<file path="src/core/tsq_cfg.svh">
// tsq_cfg.svh: register offsets, field positions, reset values and encodings of the trigger qualifier
// assumes a 32-bit classic wishbone slave with byte addresses
`ifndef TSQ_CFG_SVH
`define TSQ_CFG_SVH

// ***************************************************************
// register byte offsets
// ***************************************************************
`define TSQ_OFS_CTRL    8'h00
`define TSQ_OFS_WIDTH   8'h04
`define TSQ_OFS_DELTA   8'h08
`define TSQ_OFS_DELAY   8'h0C
`define TSQ_OFS_COUNT   8'h10
`define TSQ_OFS_TMO     8'h14
`define TSQ_OFS_STAT    8'h18
`define TSQ_OFS_IRQST   8'h1C
`define TSQ_OFS_IRQMSK  8'h20
`define TSQ_OFS_EVCNT   8'h24

// ***************************************************************
// control register fields
// ***************************************************************
`define TSQ_C_ARM       0
`define TSQ_C_SEQ       1
`define TSQ_C_RSTEV     2
`define TSQ_C_RSTTM     3
`define TSQ_C_EXT       4
`define TSQ_C_NREJ      5
`define TSQ_C_TYPE_LO   6
`define TSQ_C_TYPE_HI   7
`define TSQ_C_SLOPE_LO  8
`define TSQ_C_SLOPE_HI  9
`define TSQ_C_RANGE_LO  10
`define TSQ_C_RANGE_HI  12
`define TSQ_C_SRC_LO    16
`define TSQ_C_SRC_HI    17
`define TSQ_C_ASRC_LO   18
`define TSQ_C_ASRC_HI   19
`define TSQ_C_RSRC_LO   20
`define TSQ_C_RSRC_HI   21
`define TSQ_CTRL_RST    32'h0000_0000

// ***************************************************************
// encodings
// ***************************************************************
`define TSQ_TY_EDGE     2'h0
`define TSQ_TY_GLITCH   2'h1
`define TSQ_TY_WIDTH    2'h2
`define TSQ_TY_RUNT     2'h3
`define TSQ_SL_POS      2'h0
`define TSQ_SL_NEG      2'h1
`define TSQ_SL_EITHER   2'h2
`define TSQ_RG_LONGER   3'h0
`define TSQ_RG_SHORTER  3'h1
`define TSQ_RG_WITHIN   3'h2
`define TSQ_RG_OUTSIDE  3'h3
`define TSQ_RG_ANY      3'h4

// interrupt status bits
`define TSQ_IRQ_TRIG    0
`define TSQ_IRQ_RESET   1
`define TSQ_IRQ_WIDTH   2

`endif

</file>
<file path="src/core/tsq_pkg.sv">
// tsq_pkg.sv: types shared by the trigger qualifier
// assumes tsq_cfg.svh for numeric values
package tsq_pkg;
  // sequencer states, one-hot
  typedef enum logic [3:0] {
    TSQ_IDLE  = 4'b0001,
    TSQ_WAITA = 4'b0010,
    TSQ_DELAY = 4'b0100,
    TSQ_CNTB  = 4'b1000
  } tsq_seq_type;
endpackage

</file>
<file path="src/core/tsq_top.sv">
// tsq_top.sv: trigger sequencer with edge, glitch, width and runt qualifiers behind wishbone
// assumes comparator bits come from the sample-clock domain already; ext bit is an async pin
`include "tsq_cfg.svh"
`timescale 1ns/100ps
`default_nettype none

module tsq_top
  import tsq_pkg::*;
#(
  parameter int NCH = 4,
  parameter int TW  = 24
) (
  input  wire logic           clk_i,
  input  wire logic           rst_i,
  input  wire logic           ce_i,
  input  wire logic [NCH-1:0] lvl_hi_i,
  input  wire logic [NCH-1:0] lvl_lo_i,
  input  wire logic           ext_i,
  input  wire logic           ext_hyst_i,
  input  wire logic           wb_cyc_i,
  input  wire logic           wb_stb_i,
  input  wire logic           wb_we_i,
  input  wire logic [7:0]     wb_adr_i,
  input  wire logic [3:0]     wb_sel_i,
  input  wire logic [31:0]    wb_dat_i,
  output logic      [31:0]    wb_dat_o,
  output logic                wb_ack_o,
  output logic                trig_o,
  output logic                irq_o
);

  // ***************************************************************
  // registers and declarations
  // ***************************************************************
  logic [31:0]   ctrl_ff;
  logic [TW-1:0] width_ff, delta_ff, delay_ff, tmo_ff;
  logic [15:0]   count_ff;
  logic [2:0]    irqst_ff, irqmsk_ff;
  logic [15:0]   evcnt_ff;
  logic [31:0]   rdat_ff;
  logic          ack_ff;
  logic          ext_s1_ff, ext_s2_ff, exth_s1_ff, exth_s2_ff, ext_st_ff;
  logic [NCH-1:0] hi_d_ff, lo_d_ff;
  logic          ext_d_ff;
  tsq_seq_type   seq_ff, nxt_seq;
  logic [TW-1:0] tim_ff, nxt_tim;
  logic [15:0]   bcnt_ff, nxt_bcnt;
  logic [TW-1:0] pw_ff [3];        // per-event pulse timer (a, b, r)
  logic [2:0]    pact_ff, ppol_ff;
  logic [2:0]    rarm_ff;          // runt: crossed first, awaiting return
  logic          trig_ff;

  // ***************************************************************
  // field decode
  // ***************************************************************
  wire       armed    = ctrl_ff[`TSQ_C_ARM];
  wire       seq_mode = ctrl_ff[`TSQ_C_SEQ];
  wire       rst_ev   = ctrl_ff[`TSQ_C_RSTEV];
  wire       rst_tm   = ctrl_ff[`TSQ_C_RSTTM];
  wire       use_ext  = ctrl_ff[`TSQ_C_EXT] & ~seq_mode;
  wire       nrej     = ctrl_ff[`TSQ_C_NREJ];
  wire [1:0] ttype    = ctrl_ff[`TSQ_C_TYPE_HI:`TSQ_C_TYPE_LO];
  wire [1:0] slope    = ctrl_ff[`TSQ_C_SLOPE_HI:`TSQ_C_SLOPE_LO];
  wire [2:0] rng      = ctrl_ff[`TSQ_C_RANGE_HI:`TSQ_C_RANGE_LO];
  wire [1:0] src_b    = ctrl_ff[`TSQ_C_SRC_HI:`TSQ_C_SRC_LO];
  wire [1:0] src_a    = ctrl_ff[`TSQ_C_ASRC_HI:`TSQ_C_ASRC_LO];
  wire [1:0] src_r    = ctrl_ff[`TSQ_C_RSRC_HI:`TSQ_C_RSRC_LO];
  // external type is forced to edge since no pulse qualifier is offered there
  wire [1:0] etype    = use_ext ? `TSQ_TY_EDGE : ttype;

  // ***************************************************************
  // external pin synchroniser with noise reject
  // ***************************************************************
  // the hysteresis comparator output only moves the state when it agrees
  always_ff @(posedge clk_i) begin
    if (rst_i) begin
      ext_s1_ff  <= 1'b0;
      ext_s2_ff  <= 1'b0;
      exth_s1_ff <= 1'b0;
      exth_s2_ff <= 1'b0;
      ext_st_ff  <= 1'b0;
    end else if (ce_i) begin
      ext_s1_ff  <= ext_i;
      ext_s2_ff  <= ext_s1_ff;
      exth_s1_ff <= ext_hyst_i;
      exth_s2_ff <= exth_s1_ff;
      ext_st_ff  <= nrej ? ((ext_s2_ff & exth_s2_ff) | (ext_st_ff & (ext_s2_ff | exth_s2_ff)))
                         : ext_s2_ff;
    end
  end

  // ***************************************************************
  // comparator history, crossings per sample
  // ***************************************************************
  always_ff @(posedge clk_i) begin
    if (rst_i) begin
      hi_d_ff  <= '0;
      lo_d_ff  <= '0;
      ext_d_ff <= 1'b0;
    end else if (ce_i) begin
      hi_d_ff  <= lvl_hi_i;
      lo_d_ff  <= lvl_lo_i;
      ext_d_ff <= ext_st_ff;
    end
  end

  wire [NCH-1:0] lo_rise = lvl_lo_i & ~lo_d_ff;
  wire [NCH-1:0] lo_fall = ~lvl_lo_i & lo_d_ff;
  wire [NCH-1:0] hi_rise = lvl_hi_i & ~hi_d_ff;
  wire [NCH-1:0] hi_fall = ~lvl_hi_i & hi_d_ff;
  wire           ex_rise = ext_st_ff & ~ext_d_ff;
  wire           ex_fall = ~ext_st_ff & ext_d_ff;

  // slope match; either accepts a rising or a falling crossing
  function automatic logic slope_hit(input logic [1:0] s, input logic r, input logic f);
    case (s)
      `TSQ_SL_POS:    slope_hit = r;
      `TSQ_SL_NEG:    slope_hit = f;
      `TSQ_SL_EITHER: slope_hit = r | f;
      default:        slope_hit = 1'b0;
    endcase
  endfunction

  // range check on a measured pulse length
  function automatic logic range_hit(input logic [2:0] rg, input logic [TW-1:0] len,
                                     input logic [TW-1:0] w, input logic [TW-1:0] d);
    logic [TW:0] lo_b;
    logic [TW:0] hi_b;
    lo_b = ({1'b0, w} > {1'b0, d}) ? ({1'b0, w} - {1'b0, d}) : '0;
    hi_b = {1'b0, w} + {1'b0, d};
    case (rg)
      `TSQ_RG_LONGER:  range_hit = len > w;
      `TSQ_RG_SHORTER: range_hit = len < w;
      `TSQ_RG_WITHIN:  range_hit = ({1'b0, len} >= lo_b) && ({1'b0, len} <= hi_b);
      `TSQ_RG_OUTSIDE: range_hit = ({1'b0, len} < lo_b) || ({1'b0, len} > hi_b);
      `TSQ_RG_ANY:     range_hit = 1'b1;
      default:         range_hit = 1'b0;
    endcase
  endfunction

  // ***************************************************************
  // three event qualifiers (A, B, R) on selectable channels
  // ***************************************************************
  logic [2:0] ev_hit;
  wire  [1:0] ev_src [3];
  assign ev_src[0] = src_a;
  assign ev_src[1] = src_b;
  assign ev_src[2] = src_r;

  genvar g;
  generate
    for (g = 0; g < 3; g++) begin : g_ev
      // B is the single-event qualifier, so only it may take the external input
      wire ext_sel = (g == 1) && use_ext;
      wire r_c  = ext_sel ? ex_rise : lo_rise[ev_src[g]];
      wire f_c  = ext_sel ? ex_fall : lo_fall[ev_src[g]];
      wire hr_c = hi_rise[ev_src[g]];
      wire hf_c = hi_fall[ev_src[g]];
      // pulse start: rising for positive, falling for negative
      wire p_st = armed & ~pact_ff[g] & slope_hit(slope, r_c, f_c);
      wire p_nd = pact_ff[g] & (ppol_ff[g] ? f_c : r_c);
      wire [TW-1:0] len = pw_ff[g];
      wire edge_h  = slope_hit(slope, r_c, f_c);
      wire glit_h  = p_nd & range_hit(rng[0] ? `TSQ_RG_SHORTER : `TSQ_RG_LONGER,
                                      len, width_ff, delta_ff);
      wire wid_h   = p_nd & range_hit(rng, len, width_ff, delta_ff);
      // runt: first level crossed back before the second was crossed
      wire runt_h  = rarm_ff[g] & (ppol_ff[g] ? f_c : r_c);

      always_ff @(posedge clk_i) begin
        if (rst_i) begin
          pw_ff[g]   <= '0;
          pact_ff[g] <= 1'b0;
          ppol_ff[g] <= 1'b0;
          rarm_ff[g] <= 1'b0;
        end else if (ce_i) begin
          if (p_st) begin
            pact_ff[g] <= 1'b1;
            ppol_ff[g] <= r_c;
            rarm_ff[g] <= 1'b1;
            pw_ff[g]   <= {{(TW-1){1'b0}}, 1'b1};
          end else if (p_nd || !armed) begin
            // disarming drops a half-seen pulse so a stale slope cannot end it later
            pact_ff[g] <= 1'b0;
            rarm_ff[g] <= 1'b0;
          end else if (pact_ff[g]) begin
            if (~&pw_ff[g])
              pw_ff[g] <= pw_ff[g] + {{(TW-1){1'b0}}, 1'b1};
            if (ppol_ff[g] ? hr_c : hf_c)
              rarm_ff[g] <= 1'b0;   // second level reached: not a runt
          end
        end
      end

      always_comb begin
        case (etype)
          `TSQ_TY_EDGE:   ev_hit[g] = edge_h;
          `TSQ_TY_GLITCH: ev_hit[g] = glit_h;
          `TSQ_TY_WIDTH:  ev_hit[g] = wid_h;
          `TSQ_TY_RUNT:   ev_hit[g] = runt_h;
          default:        ev_hit[g] = 1'b0;
        endcase
      end
    end
  endgenerate

  // ***************************************************************
  // sequencer
  // ***************************************************************
  wire tmo_done = rst_tm && (tim_ff >= tmo_ff);
  logic fire;
  logic seq_reset;

  always_comb begin
    nxt_seq   = seq_ff;
    nxt_tim   = tim_ff;
    nxt_bcnt  = bcnt_ff;
    fire      = 1'b0;
    seq_reset = 1'b0;
    case (seq_ff)
      TSQ_IDLE: begin
        if (armed)
          nxt_seq = seq_mode ? TSQ_WAITA : TSQ_CNTB;
        nxt_tim  = '0;
        nxt_bcnt = '0;
      end
      TSQ_WAITA: begin
        nxt_tim  = '0;
        nxt_bcnt = '0;
        if (ev_hit[0])
          nxt_seq = TSQ_DELAY;
      end
      TSQ_DELAY: begin
        // B hits are dropped here
        nxt_tim = tim_ff + {{(TW-1){1'b0}}, 1'b1};
        if (tim_ff + {{(TW-1){1'b0}}, 1'b1} >= delay_ff) begin
          nxt_seq = TSQ_CNTB;
          nxt_tim = '0;
        end
      end
      TSQ_CNTB: begin
        nxt_tim = tim_ff + {{(TW-1){1'b0}}, 1'b1};
        if (!seq_mode) begin
          fire = ev_hit[1];   // single event
        end else if (rst_ev && ev_hit[2]) begin
          nxt_seq   = TSQ_WAITA;
          seq_reset = 1'b1;
        end else if (ev_hit[1] && (bcnt_ff + 16'h0001 >= count_ff)) begin
          fire    = 1'b1;
          nxt_seq = TSQ_WAITA;
        end else if (tmo_done) begin
          nxt_seq   = TSQ_WAITA;
          seq_reset = 1'b1;
        end else if (ev_hit[1]) begin
          nxt_bcnt = bcnt_ff + 16'h0001;
        end
      end
      default: nxt_seq = TSQ_IDLE;
    endcase
    if (!armed)
      nxt_seq = TSQ_IDLE;
  end

  always_ff @(posedge clk_i) begin
    if (rst_i) begin
      seq_ff  <= TSQ_IDLE;
      tim_ff  <= '0;
      bcnt_ff <= '0;
      trig_ff <= 1'b0;
    end else if (ce_i) begin
      seq_ff  <= nxt_seq;
      tim_ff  <= nxt_tim;
      bcnt_ff <= nxt_bcnt;
      trig_ff <= fire;
    end
  end

  // ***************************************************************
  // wishbone slave, one wait state, ack after each request
  // ***************************************************************
  wire wb_req = wb_cyc_i & wb_stb_i & ~ack_ff;
  wire wb_wr  = wb_req & wb_we_i;
  wire [31:0] wmask = {{8{wb_sel_i[3]}}, {8{wb_sel_i[2]}}, {8{wb_sel_i[1]}}, {8{wb_sel_i[0]}}};

  function automatic logic [31:0] merge(input logic [31:0] old, input logic [31:0] nw,
                                        input logic [31:0] m);
    merge = (old & ~m) | (nw & m);
  endfunction

  wire [31:0] w_ctrl  = merge(ctrl_ff, wb_dat_i, wmask);
  wire [31:0] w_width = merge({{(32-TW){1'b0}}, width_ff}, wb_dat_i, wmask);
  wire [31:0] w_delta = merge({{(32-TW){1'b0}}, delta_ff}, wb_dat_i, wmask);
  wire [31:0] w_delay = merge({{(32-TW){1'b0}}, delay_ff}, wb_dat_i, wmask);
  wire [31:0] w_tmo   = merge({{(32-TW){1'b0}}, tmo_ff}, wb_dat_i, wmask);
  wire [31:0] w_count = merge({16'h0000, count_ff}, wb_dat_i, wmask);
  wire [31:0] w_imsk  = merge({29'h0, irqmsk_ff}, wb_dat_i, wmask);
  wire [2:0]  w1c     = (wb_wr && wb_adr_i == `TSQ_OFS_IRQST) ? (wb_dat_i[2:0] & wmask[2:0]) : 3'h0;
  wire [2:0]  irq_ev  = {ev_hit[1] & (etype == `TSQ_TY_WIDTH), seq_reset, fire};

  // read mux; unmapped offsets read zero
  logic [31:0] rmux;
  always_comb begin
    case (wb_adr_i)
      `TSQ_OFS_CTRL:   rmux = ctrl_ff;
      `TSQ_OFS_WIDTH:  rmux = {{(32-TW){1'b0}}, width_ff};
      `TSQ_OFS_DELTA:  rmux = {{(32-TW){1'b0}}, delta_ff};
      `TSQ_OFS_DELAY:  rmux = {{(32-TW){1'b0}}, delay_ff};
      `TSQ_OFS_COUNT:  rmux = {16'h0000, count_ff};
      `TSQ_OFS_TMO:    rmux = {{(32-TW){1'b0}}, tmo_ff};
      `TSQ_OFS_STAT:   rmux = {12'h000, bcnt_ff, seq_ff};
      `TSQ_OFS_IRQST:  rmux = {29'h0, irqst_ff};
      `TSQ_OFS_IRQMSK: rmux = {29'h0, irqmsk_ff};
      `TSQ_OFS_EVCNT:  rmux = {16'h0000, evcnt_ff};
      default:         rmux = 32'h0000_0000;
    endcase
  end

  always_ff @(posedge clk_i) begin
    if (rst_i) begin
      ctrl_ff   <= `TSQ_CTRL_RST;
      width_ff  <= '0;
      delta_ff  <= '0;
      delay_ff  <= '0;
      tmo_ff    <= '0;
      count_ff  <= 16'h0001;
      irqmsk_ff <= 3'h0;
      ack_ff    <= 1'b0;
      rdat_ff   <= 32'h0000_0000;
    end else if (ce_i) begin
      ack_ff  <= wb_req;
      rdat_ff <= wb_req ? rmux : 32'h0000_0000;
      if (wb_wr) begin
        case (wb_adr_i)
          `TSQ_OFS_CTRL:   ctrl_ff   <= w_ctrl;
          `TSQ_OFS_WIDTH:  width_ff  <= w_width[TW-1:0];
          `TSQ_OFS_DELTA:  delta_ff  <= w_delta[TW-1:0];
          `TSQ_OFS_DELAY:  delay_ff  <= w_delay[TW-1:0];
          `TSQ_OFS_COUNT:  count_ff  <= w_count[15:0];
          `TSQ_OFS_TMO:    tmo_ff    <= w_tmo[TW-1:0];
          `TSQ_OFS_IRQMSK: irqmsk_ff <= w_imsk[2:0];
          default: ;
        endcase
      end
    end
  end

  // sticky status: a new event wins over a clear in the same cycle
  always_ff @(posedge clk_i) begin
    if (rst_i) begin
      irqst_ff <= 3'h0;
      evcnt_ff <= 16'h0000;
    end else if (ce_i) begin
      irqst_ff <= (irqst_ff & ~w1c) | irq_ev;
      if (fire)
        evcnt_ff <= evcnt_ff + 16'h0001;
    end
  end

  assign wb_ack_o = ack_ff;
  assign wb_dat_o = rdat_ff;
  assign trig_o   = trig_ff;
  assign irq_o    = |(irqst_ff & irqmsk_ff);

endmodule
`default_nettype wire

</file>
<file path="config.mk">
export PLATFORM = sky130hd
export DESIGN_NAME = tsq_top
export DESIGN_NICKNAME = d
export VERILOG_FILES = /design/src/core/tsq_pkg.sv /design/src/core/tsq_top.sv
export VERILOG_INCLUDE_DIRS = /design/src /design/src/core
export SDC_FILE = /design/constraint.sdc
export NUM_CORES = 1
export LEC_CHECK = 0
export ABC_AREA = 1
export BUFFER_PORTS_ARGS = -buffer_cell sky130_fd_sc_hd__clkbuf_2
export CAP_MARGIN = 0
export CORE_ASPECT_RATIO = 1.2
export CORE_MARGIN = 2
export CORE_UTILIZATION = 40
export DETAILED_ROUTE_END_ITERATION = 7
export PLACE_DENSITY = 0.57
export SLEW_MARGIN = 40
export SYNTH_ARGS = -nofsm -noshare
export SYNTH_HDL_FRONTEND = slang
export SYNTH_SLANG_ARGS = --single-unit
</file>
<file path="constraint.sdc">
create_clock -name clk_i -period 6.5 [get_ports clk_i]
set_clock_uncertainty 0.05 [all_clocks]
set_input_delay 0 -clock clk_i [delete_from_list [all_inputs] [get_ports clk_i]]
set_output_delay 0 -clock clk_i [all_outputs]
set_load 0.01 [all_outputs]
</file>
* Word-level counts from Yosys, hierarchy flattened *
Memory sizes are Yosys's and may differ from the RTL's.
Cells that the tools add are included.
W data, S select, Z words.

word-level totals
  word-level logic and storage cells = 366
  latch bits = 0
  memories = 1
  RAM bits = 72
  memory bits (read-only) = 0
  register bits = 267
  output and inout bits = 35

memory list
  name   words  width  rd ports  clocked after memory_dff  wr ports  RTL line       RTL
  pw_ff  3      24     3         0                         3         tsq_top.sv:48  logic [TW-1:0] pw_ff [3];

cells by class
  add/subtract/negate cells = 8
  $mul = 0
  mux-type cells = 136
  reduce and logical (&&, ||, !) cells = 55
  bitwise gates (word level) = 74
  $lt $le $gt $ge = 25
  shift operators = 0
  div/mod/pow operators = 0
  eq/ne operators = 35

operator list
  cell                     number
  $pmux W32 S10            1
  $mux W24                 7
  $add A24 B1 Y24 const B  4
  $and A24 B24 Y24         4
  $gt A24 B24 Y1           4
  $or A24 B24 Y24          4
  $mux W1                  84
  $mux W16                 5
  $ge A24 B25 Y1           3
  $gt A24 B25 Y1           3
  $le A24 B25 Y1           3
  $lt A24 B25 Y1           3
  $lt A24 B24 Y1           3
  $pmux W24 S3             1
  $reduce_and A24 Y1       3
  $and A32 B32 Y32         2
  $ge A24 B24 Y1           2
  $add A16 B1 Y16 const B  2
  $eq A8 B5 Y1 const B     4
  $mux W32                 1
  $mux W4                  8
  $not A32 Y32             1
  $or A32 B32 Y32          1
  $pmux W16 S2             1
  54 further kinds         179

* Depth between registers and ports, before layout *
Gate-level depths: netlist of run 1.

  depth after elaboration = 15
  mapped depth = 44

* Worst setup path before layout of run 1 *
Ideal clock, no wire load.

  kind = register to register
  start = register (tool-made name)
  end = register bcnt_ff[10]
  arrival = 4.570 ns
  data required time = 6.337 ns
  cell stages (with the launch flop) = 36
  setup slack = 1.767 ns
  path buffers = 1
  setup time = 0.113 ns
  cell sequence = dfxtp_1 inv_1 ha_1 fa_1 o21ai_1 nand2_1 nand2_1 nand2_1 nand2_1 inv_1 o21ai_0 a31oi_1 o311a_1 o21ai_0 ha_1 a21oi_1 nor2_1 a211oi_1 nand2_1 nand2_1 nand2_1 nand2_1 nand2_1 nand3_1 nand2_1 nand3_2 nand2_1 nand2_1 nand2_2 a21oi_4 nand3_2 nand2_4 nand2_4 buf_4 nor2_1 nor2_1

RTL lines
  what                  RTL line        RTL
  to (signal assigned)  tsq_top.sv:273  bcnt_ff <= nxt_bcnt;
  to (decl)             tsq_top.sv:47   logic [15:0] bcnt_ff, nxt_bcnt;

==> results of run 1 <==
-- stage by stage --
stage	total power, mW	setup WS (ns)
after global routing	5.39	0.0790
final	5.21	0.610
after CTS	5.24	0.503
after detailed placement	2.76	0.500
after global placement	2.76	0.679
after floorplan	2.58	1.77
-- final cells by class --
type / instances / share of cell area
Antenna cell: 1 / 0.0000859
Clock buffer: 58 / 0.0410
Clock inverter: 18 / 0.00816
Inverter: 475 / 0.0613
Multi-Input combinational cell: 2658 / 0.543
Sequential cell: 339 / 0.258
Tap cell: 824 / 0.0354
Timing Repair Buffer: 207 / 0.0531
-- cells in the final DEF (no fill, tap or decap), types with 26 or more instances in the layout --
master	synthesis	routed
nand2_1	663	658
inv_1	458	455
a21oi_1	404	404
ha_1	337	337
nor2_1	325	323
dfxtp_1	267	267
o21ai_0	220	220
nand3_1	163	163
clkbuf_2	0	93
nor3_1	83	80
dlygate4sd3_1	0	79
edfxtp_1	72	72
xor2_1	60	60
nand4_1	57	57
o22ai_1	55	55
a211oi_1	45	45
clkbuf_16	0	44
buf_4	11	32
nor3b_1	26	26
-- critical path, delay by kind of cell, from the launching register on --
| family | cells | cell delay, ns |
|---|---|---|
| flops | 1 | 0.35 |
| simple gates | 18 | 1.90 |
| fa+ha+maj | 2 | 0.78 |
| compound gates | 10 | 1.96 |
| xor+xnor | 1 | 0.21 |
| buf+inv | 4 | 0.51 |
-- what timing repair did --
action / CTS / global route
gates resized for setup: 0 / 1
endpoints found under the hold margin: 187 / 0
hold buffers: 79 / 0
endpoints found under the setup margin: 0 / 12
-- final timing paths --
kind | cells past startpoint | to | slack [ns] | start
max | 35 | evcnt_ff[12] | 0.61 | flop
min reg2reg | 2 | wb_dat_o[24] | 0.41 | wb_dat_o[24]
max reg2reg | 35 | evcnt_ff[12] | 0.61 | flop
min | 3 | flop | 0.06 | wb_sel_i[2]
-- power by group --
part	internal, mW	leakage (nW)	switching (mW)
clock	1.42	0.694	1.03
combinational	0.184	9.03	0.333
sequential	2.18	2.90	0.0530
-- logic make-up (layout without fill, tap and decap cells) --
logic type | count (synthesis) | count (layout) | share of synthesized area
buf+inv | 592 | 758 | 0.0897
fa+ha+maj | 339 | 339 | 0.166
compound gates | 856 | 856 | 0.190
xor+xnor | 75 | 75 | 0.0257
flops | 339 | 339 | 0.293
simple gates | 1388 | 1388 | 0.235
other cells | 0 | 1 | 0
-- layer usage --
layer  GRT usage  up-vias  share of wire
met5           0        -              0
met4       0.143        0          0.058
met3      0.0303      189          0.049
met2       0.465      751           0.48
met1       0.322    11499           0.42
li1            -    12521              -
==> impl_metrics.tcl, run 1 <==
set metrics [dict create \
    hold_class "primary input to flop" \
    cp-start-kind "flop" \
    fillers 6508 \
    fin_nets 4121 \
    synth.top_cell.area_share 0.209 \
    grt_pass1_wl_um 137000 \
    max_slew_margin 0.413 \
    p_leak_nw 12.6 \
    cts-root-buf "clkbuf_16" \
    fmax_ghz 0.170 \
    ir_drop_mv 0.188 \
    placementRows 101 \
    area_growth_pct 13.8 \
    synth_nets 3988 \
    finalHoldViolCount 0 \
    clk_path_buf_depth 3 \
    drv_cap 0 \
    dpl-instance-area_um2 26900 \
    cp_common_cell "nand2_1" \
    rsz0062_at_grt "false" \
    whs_ns 0.0562 \
    track_usage 0.267 \
    cpMaxStageDelayCell "ha_1" \
    dr.first_iter.drc_count 1626 \
    setup_tns_ns 0 \
    clkLatencyLatePin_ns 0.60 \
    grt.overflow.total 0 \
    dr_total_vias 24960 \
    instances_no_fill 4580 \
    multi_input_area_um2 15800 \
    end_kind "flop" \
    synth_top_cells_by_area "dfxtp_1 21%, ha_1 16%, nand2_1 9.7%" \
    cp.arrival_ns 6.33 \
    p_per_area_nw_per_um2 179 \
    synthArstFlopShare 0 \
    worst_slew_pin_slew_ns 0.871 \
    core_um2 63300 \
    wirelength_um 90200 \
    dieHeight_um 281 \
    ys_seq_elements 339 \
    clkTransAtPathRegs_ns 0.06 \
    setup_viol 0 \
    synth_area_um2 25600 \
    yosysTopAreaCell "dfxtp_1" \
    port_buffers 94 \
    initial_core_util 0.404 \
    drv_slew 0 \
    cts_setup_buffers 0 \
    seq_area_frac_synth 0.293 \
    viasPerCell 5.45 \
    post-route-util 0.460 \
    crit_type "flop to flop" \
    numCtsBuffers 41 \
    synth_warnings 0 \
    ys_top_cells_by_count "663 x nand2_1, 458 x inv_1, 404 x a21oi_1" \
    design_area_um2 29100 \
    grt_pass1_vias 23579 \
    cts_tree "yes" \
    drc 0 \
    die_area_um2 66000 \
    htreeDepth 2 \
    ys_types 64 \
    min_period_over_period 0.906 \
    synth-main-ff-cell "dfxtp_1" \
    io_pins 95 \
    cts.sinks 339 \
    wl_per_cell_um 19.7 \
    required_ns 6.94 \
    dp.cells 4423 \
    dr.pass1.iters 7 \
    critPathMaxFanout 21 \
    synthCells 3589 \
    status "completed" \
    synth.avg_cell_area_um2 7.13 \
    place.gp.congestion 0.959 \
    yosysMostFrequentCell "nand2_1" \
    seqCellArea_um2 7510 \
    grt_max_degree 91 \
    place_hpwl_um 71100 \
    ant_nets 0 \
    min_period_ns 5.89 \
    critPathMaxStageDelay_ns 0.47 \
    synth_edf_count 72 \
    layout-drive-gt1-share 0.0714 \
    die_w_um 235 \
    antenna_found_initial 0 \
]
(Power assumes the default switching activity.)
==> inputs of run 2 (changes only) <==
- CELL_PAD_IN_SITES_DETAIL_PLACEMENT: default -> 1
- CELL_PAD_IN_SITES_GLOBAL_PLACEMENT: default -> 2
- CORE_UTILIZATION: 40 -> 37
- HOLD_SLACK_MARGIN: default -> 0.08
- PLACE_DENSITY: 0.57 -> 0.83
==> run 2 against run 1 <==
  * Fmax up 0.37%
  * Largest cell class unchanged
  * Wire length rose by 11%
  * Via count rose by 2.7%
  * First-iteration DRC count decreased by 26%
  * Largest power group unchanged
  * Design area increased by 0.48%
==> impl_metrics.tcl, run 2 (same netlist as run 1, synthesis figures left out) <==
set metrics [dict create \
    cp-start-kind "flop" \
    cts_setup_buffers 0 \
    dr.pass1.iters 6 \
    busiest_layer "met2" \
    htreeDepth 2 \
    ir_drop_mv 0.195 \
    die_area_um2 71300 \
    dpl-instance-area_um2 27000 \
    p_per_area_nw_per_um2 175 \
    place.gp.congestion 0.916 \
    grt_pass1_wl_um 153000 \
    clkLatencyLatePin_ns 0.59 \
    grt_pass1_vias 25751 \
    layout_commonest_cell "nand2_1" \
    required_ns 6.91 \
    grt.met3_usage 0.0229 \
    cts_repair_resize_count 0 \
    fin_nets 4135 \
    setup_tns_ns 0 \
    core_um2 68400 \
    hold_class "primary input to flop" \
    diodes 0 \
    dr.first_iter.drc_count 1209 \
    intPower_mw 3.73 \
    track_usage 0.277 \
    die_w_um 244 \
    ant_nets 0 \
    cts_tree "yes" \
    p_leak_nw 12.7 \
    cts-root-buf "clkbuf_16" \
    grt.overflow.total 0 \
    cpMaxStageDelayCell "ha_1" \
    critPathMaxFanout 31 \
    power.switching_mw 1.40 \
    finalHoldViolCount 0 \
    design_area_um2 29300 \
    clkTransAtPathRegs_ns 0.06 \
    dieHeight_um 292 \
    cp_common_cell "nand2_1" \
    worst_slew_pin_slew_ns 0.883 \
    critPathMaxStageDelay_ns 0.45 \
    crit_type "flop to flop" \
    cp.arrival_ns 6.28 \
    rsz0062_at_grt "false" \
    p_clk_frac 0.461 \
    p_seq_frac 0.435 \
    min_period_ns 5.87 \
    drv_slew 0 \
    port_buffers 94 \
    fmax_ghz 0.170 \
    area_growth_pct 14.4 \
    layout_common_cells "662 x nand2_1, 454 x inv_1, 404 x a21oi_1, 337 x ha_1, 322 x nor2_1" \
    cp-endpoint "evcnt_ff[0]" \
    place_hpwl_um 79900 \
    r2r_end "evcnt_ff[0]" \
    clk_path_buf_depth 3 \
    wirelength_um 100000 \
    antenna_found_initial 0 \
    layout-drive-gt1-share 0.0712 \
    cp.buffers_inverters 3 \
    max_slew_margin 0.406 \
    io_pins 95 \
    crit_family "compound AO/OA/AOI/OAI gates" \
    ff2ff_setup_slack_ns 0.63 \
    gr-usage-met2 0.499 \
    placementRows 105 \
    switching_share 0.273 \
    numCtsBuffers 42 \
    setup_viol 0 \
    drc 0 \
    grt_max_degree 85 \
    pwr-share-comb 0.104 \
    viasPerCell 5.49 \
    end_kind "flop" \
    dr_total_vias 25645 \
    r2r_cells 33 \
    post-route-util 0.428 \
    drv_cap 0 \
    min_period_over_period 0.903 \
    wl_per_cell_um 21.5 \
    cts.sinks 339 \
    use_met1 0.335 \
    initial_core_util 0.374 \
    status "completed" \
    cp.depth 33 \
]
## run 2: power by group through the flow
stage	combinational, mW	sequential, mW	clock (mW)
3_5_place_dp	0.499	2.28	0
3_3_place_gp	0.489	2.28	0
4_1_cts	0.533	2.23	2.42
6_report	0.534	2.23	2.37
5_1_grt	0.601	2.24	2.49
2_1_floorplan	0.326	2.26	0
## run 2: repair_timing
action / 4_1_cts / 5_1_grt
hold buffers: 90 / 0
setup endpoints to repair: 0 / 0
hold endpoints to repair: 202 / 0
## run 2: final cells by class
type / instances / area, um^2
repair buffers: 220 / 1660
flip-flops and latches: 339 / 7510
inverters: 475 / 1790
multi-input cells: 2658 / 15800
clock buffers: 62 / 1240
clock inverters: 12 / 111
well taps: 909 / 1140
fillers: 8690 / 39200
## run 2: worst min-delay path by stage
stage                           start           to  slack, ns  cells after the start
final                     wb_adr_i[6]  irqst_ff[1]       0.13                      7
after global routing      wb_sel_i[1]         flop       0.19                      3
after CTS                 wb_adr_i[6]  irqst_ff[1]       0.08                      7
after detailed placement        ext_i    ext_s1_ff       0.19                      3
after global placement          ext_i    ext_s1_ff       0.19                      3
after floorplan           wb_dat_i[0]         flop       0.08                      2
## run 2: routing by layer
layer  up-vias  routed length, um
met1     12505              42600
met5         -                  0
li1      12515                  -
met3       170               2800
met2       455              50100
met4         0               4840
## run 2: through the flow
| stage | power, mW | setup slack, ns | hold WS, ns | std cells |
|---|---|---|---|---|
| final | 5.13 | 0.632 | 0.132 | 4675 |
| after CTS | 5.18 | 0.616 | 0.0818 | 4675 |
| after global placement | 2.77 | 0.778 | 0.185 | 4511 |
| after detailed placement | 2.78 | 0.653 | 0.190 | 4511 |
| after floorplan | 2.58 | 1.77 | 0.0804 | 3589 |
| after global routing | 5.33 | 0.0570 | 0.188 | 4675 |
## run 2: worst reg2reg max path, delay by kind of cell (launching register included)
| family | cells | cell delay [ns] |
|---|---|---|
| simple gates | 16 | 1.86 |
| buf+inv | 3 | 0.41 |
| fa+ha+maj | 2 | 0.76 |
| compound gates | 11 | 2.16 |
| xor+xnor | 1 | 0.20 |
| flops | 1 | 0.35 |
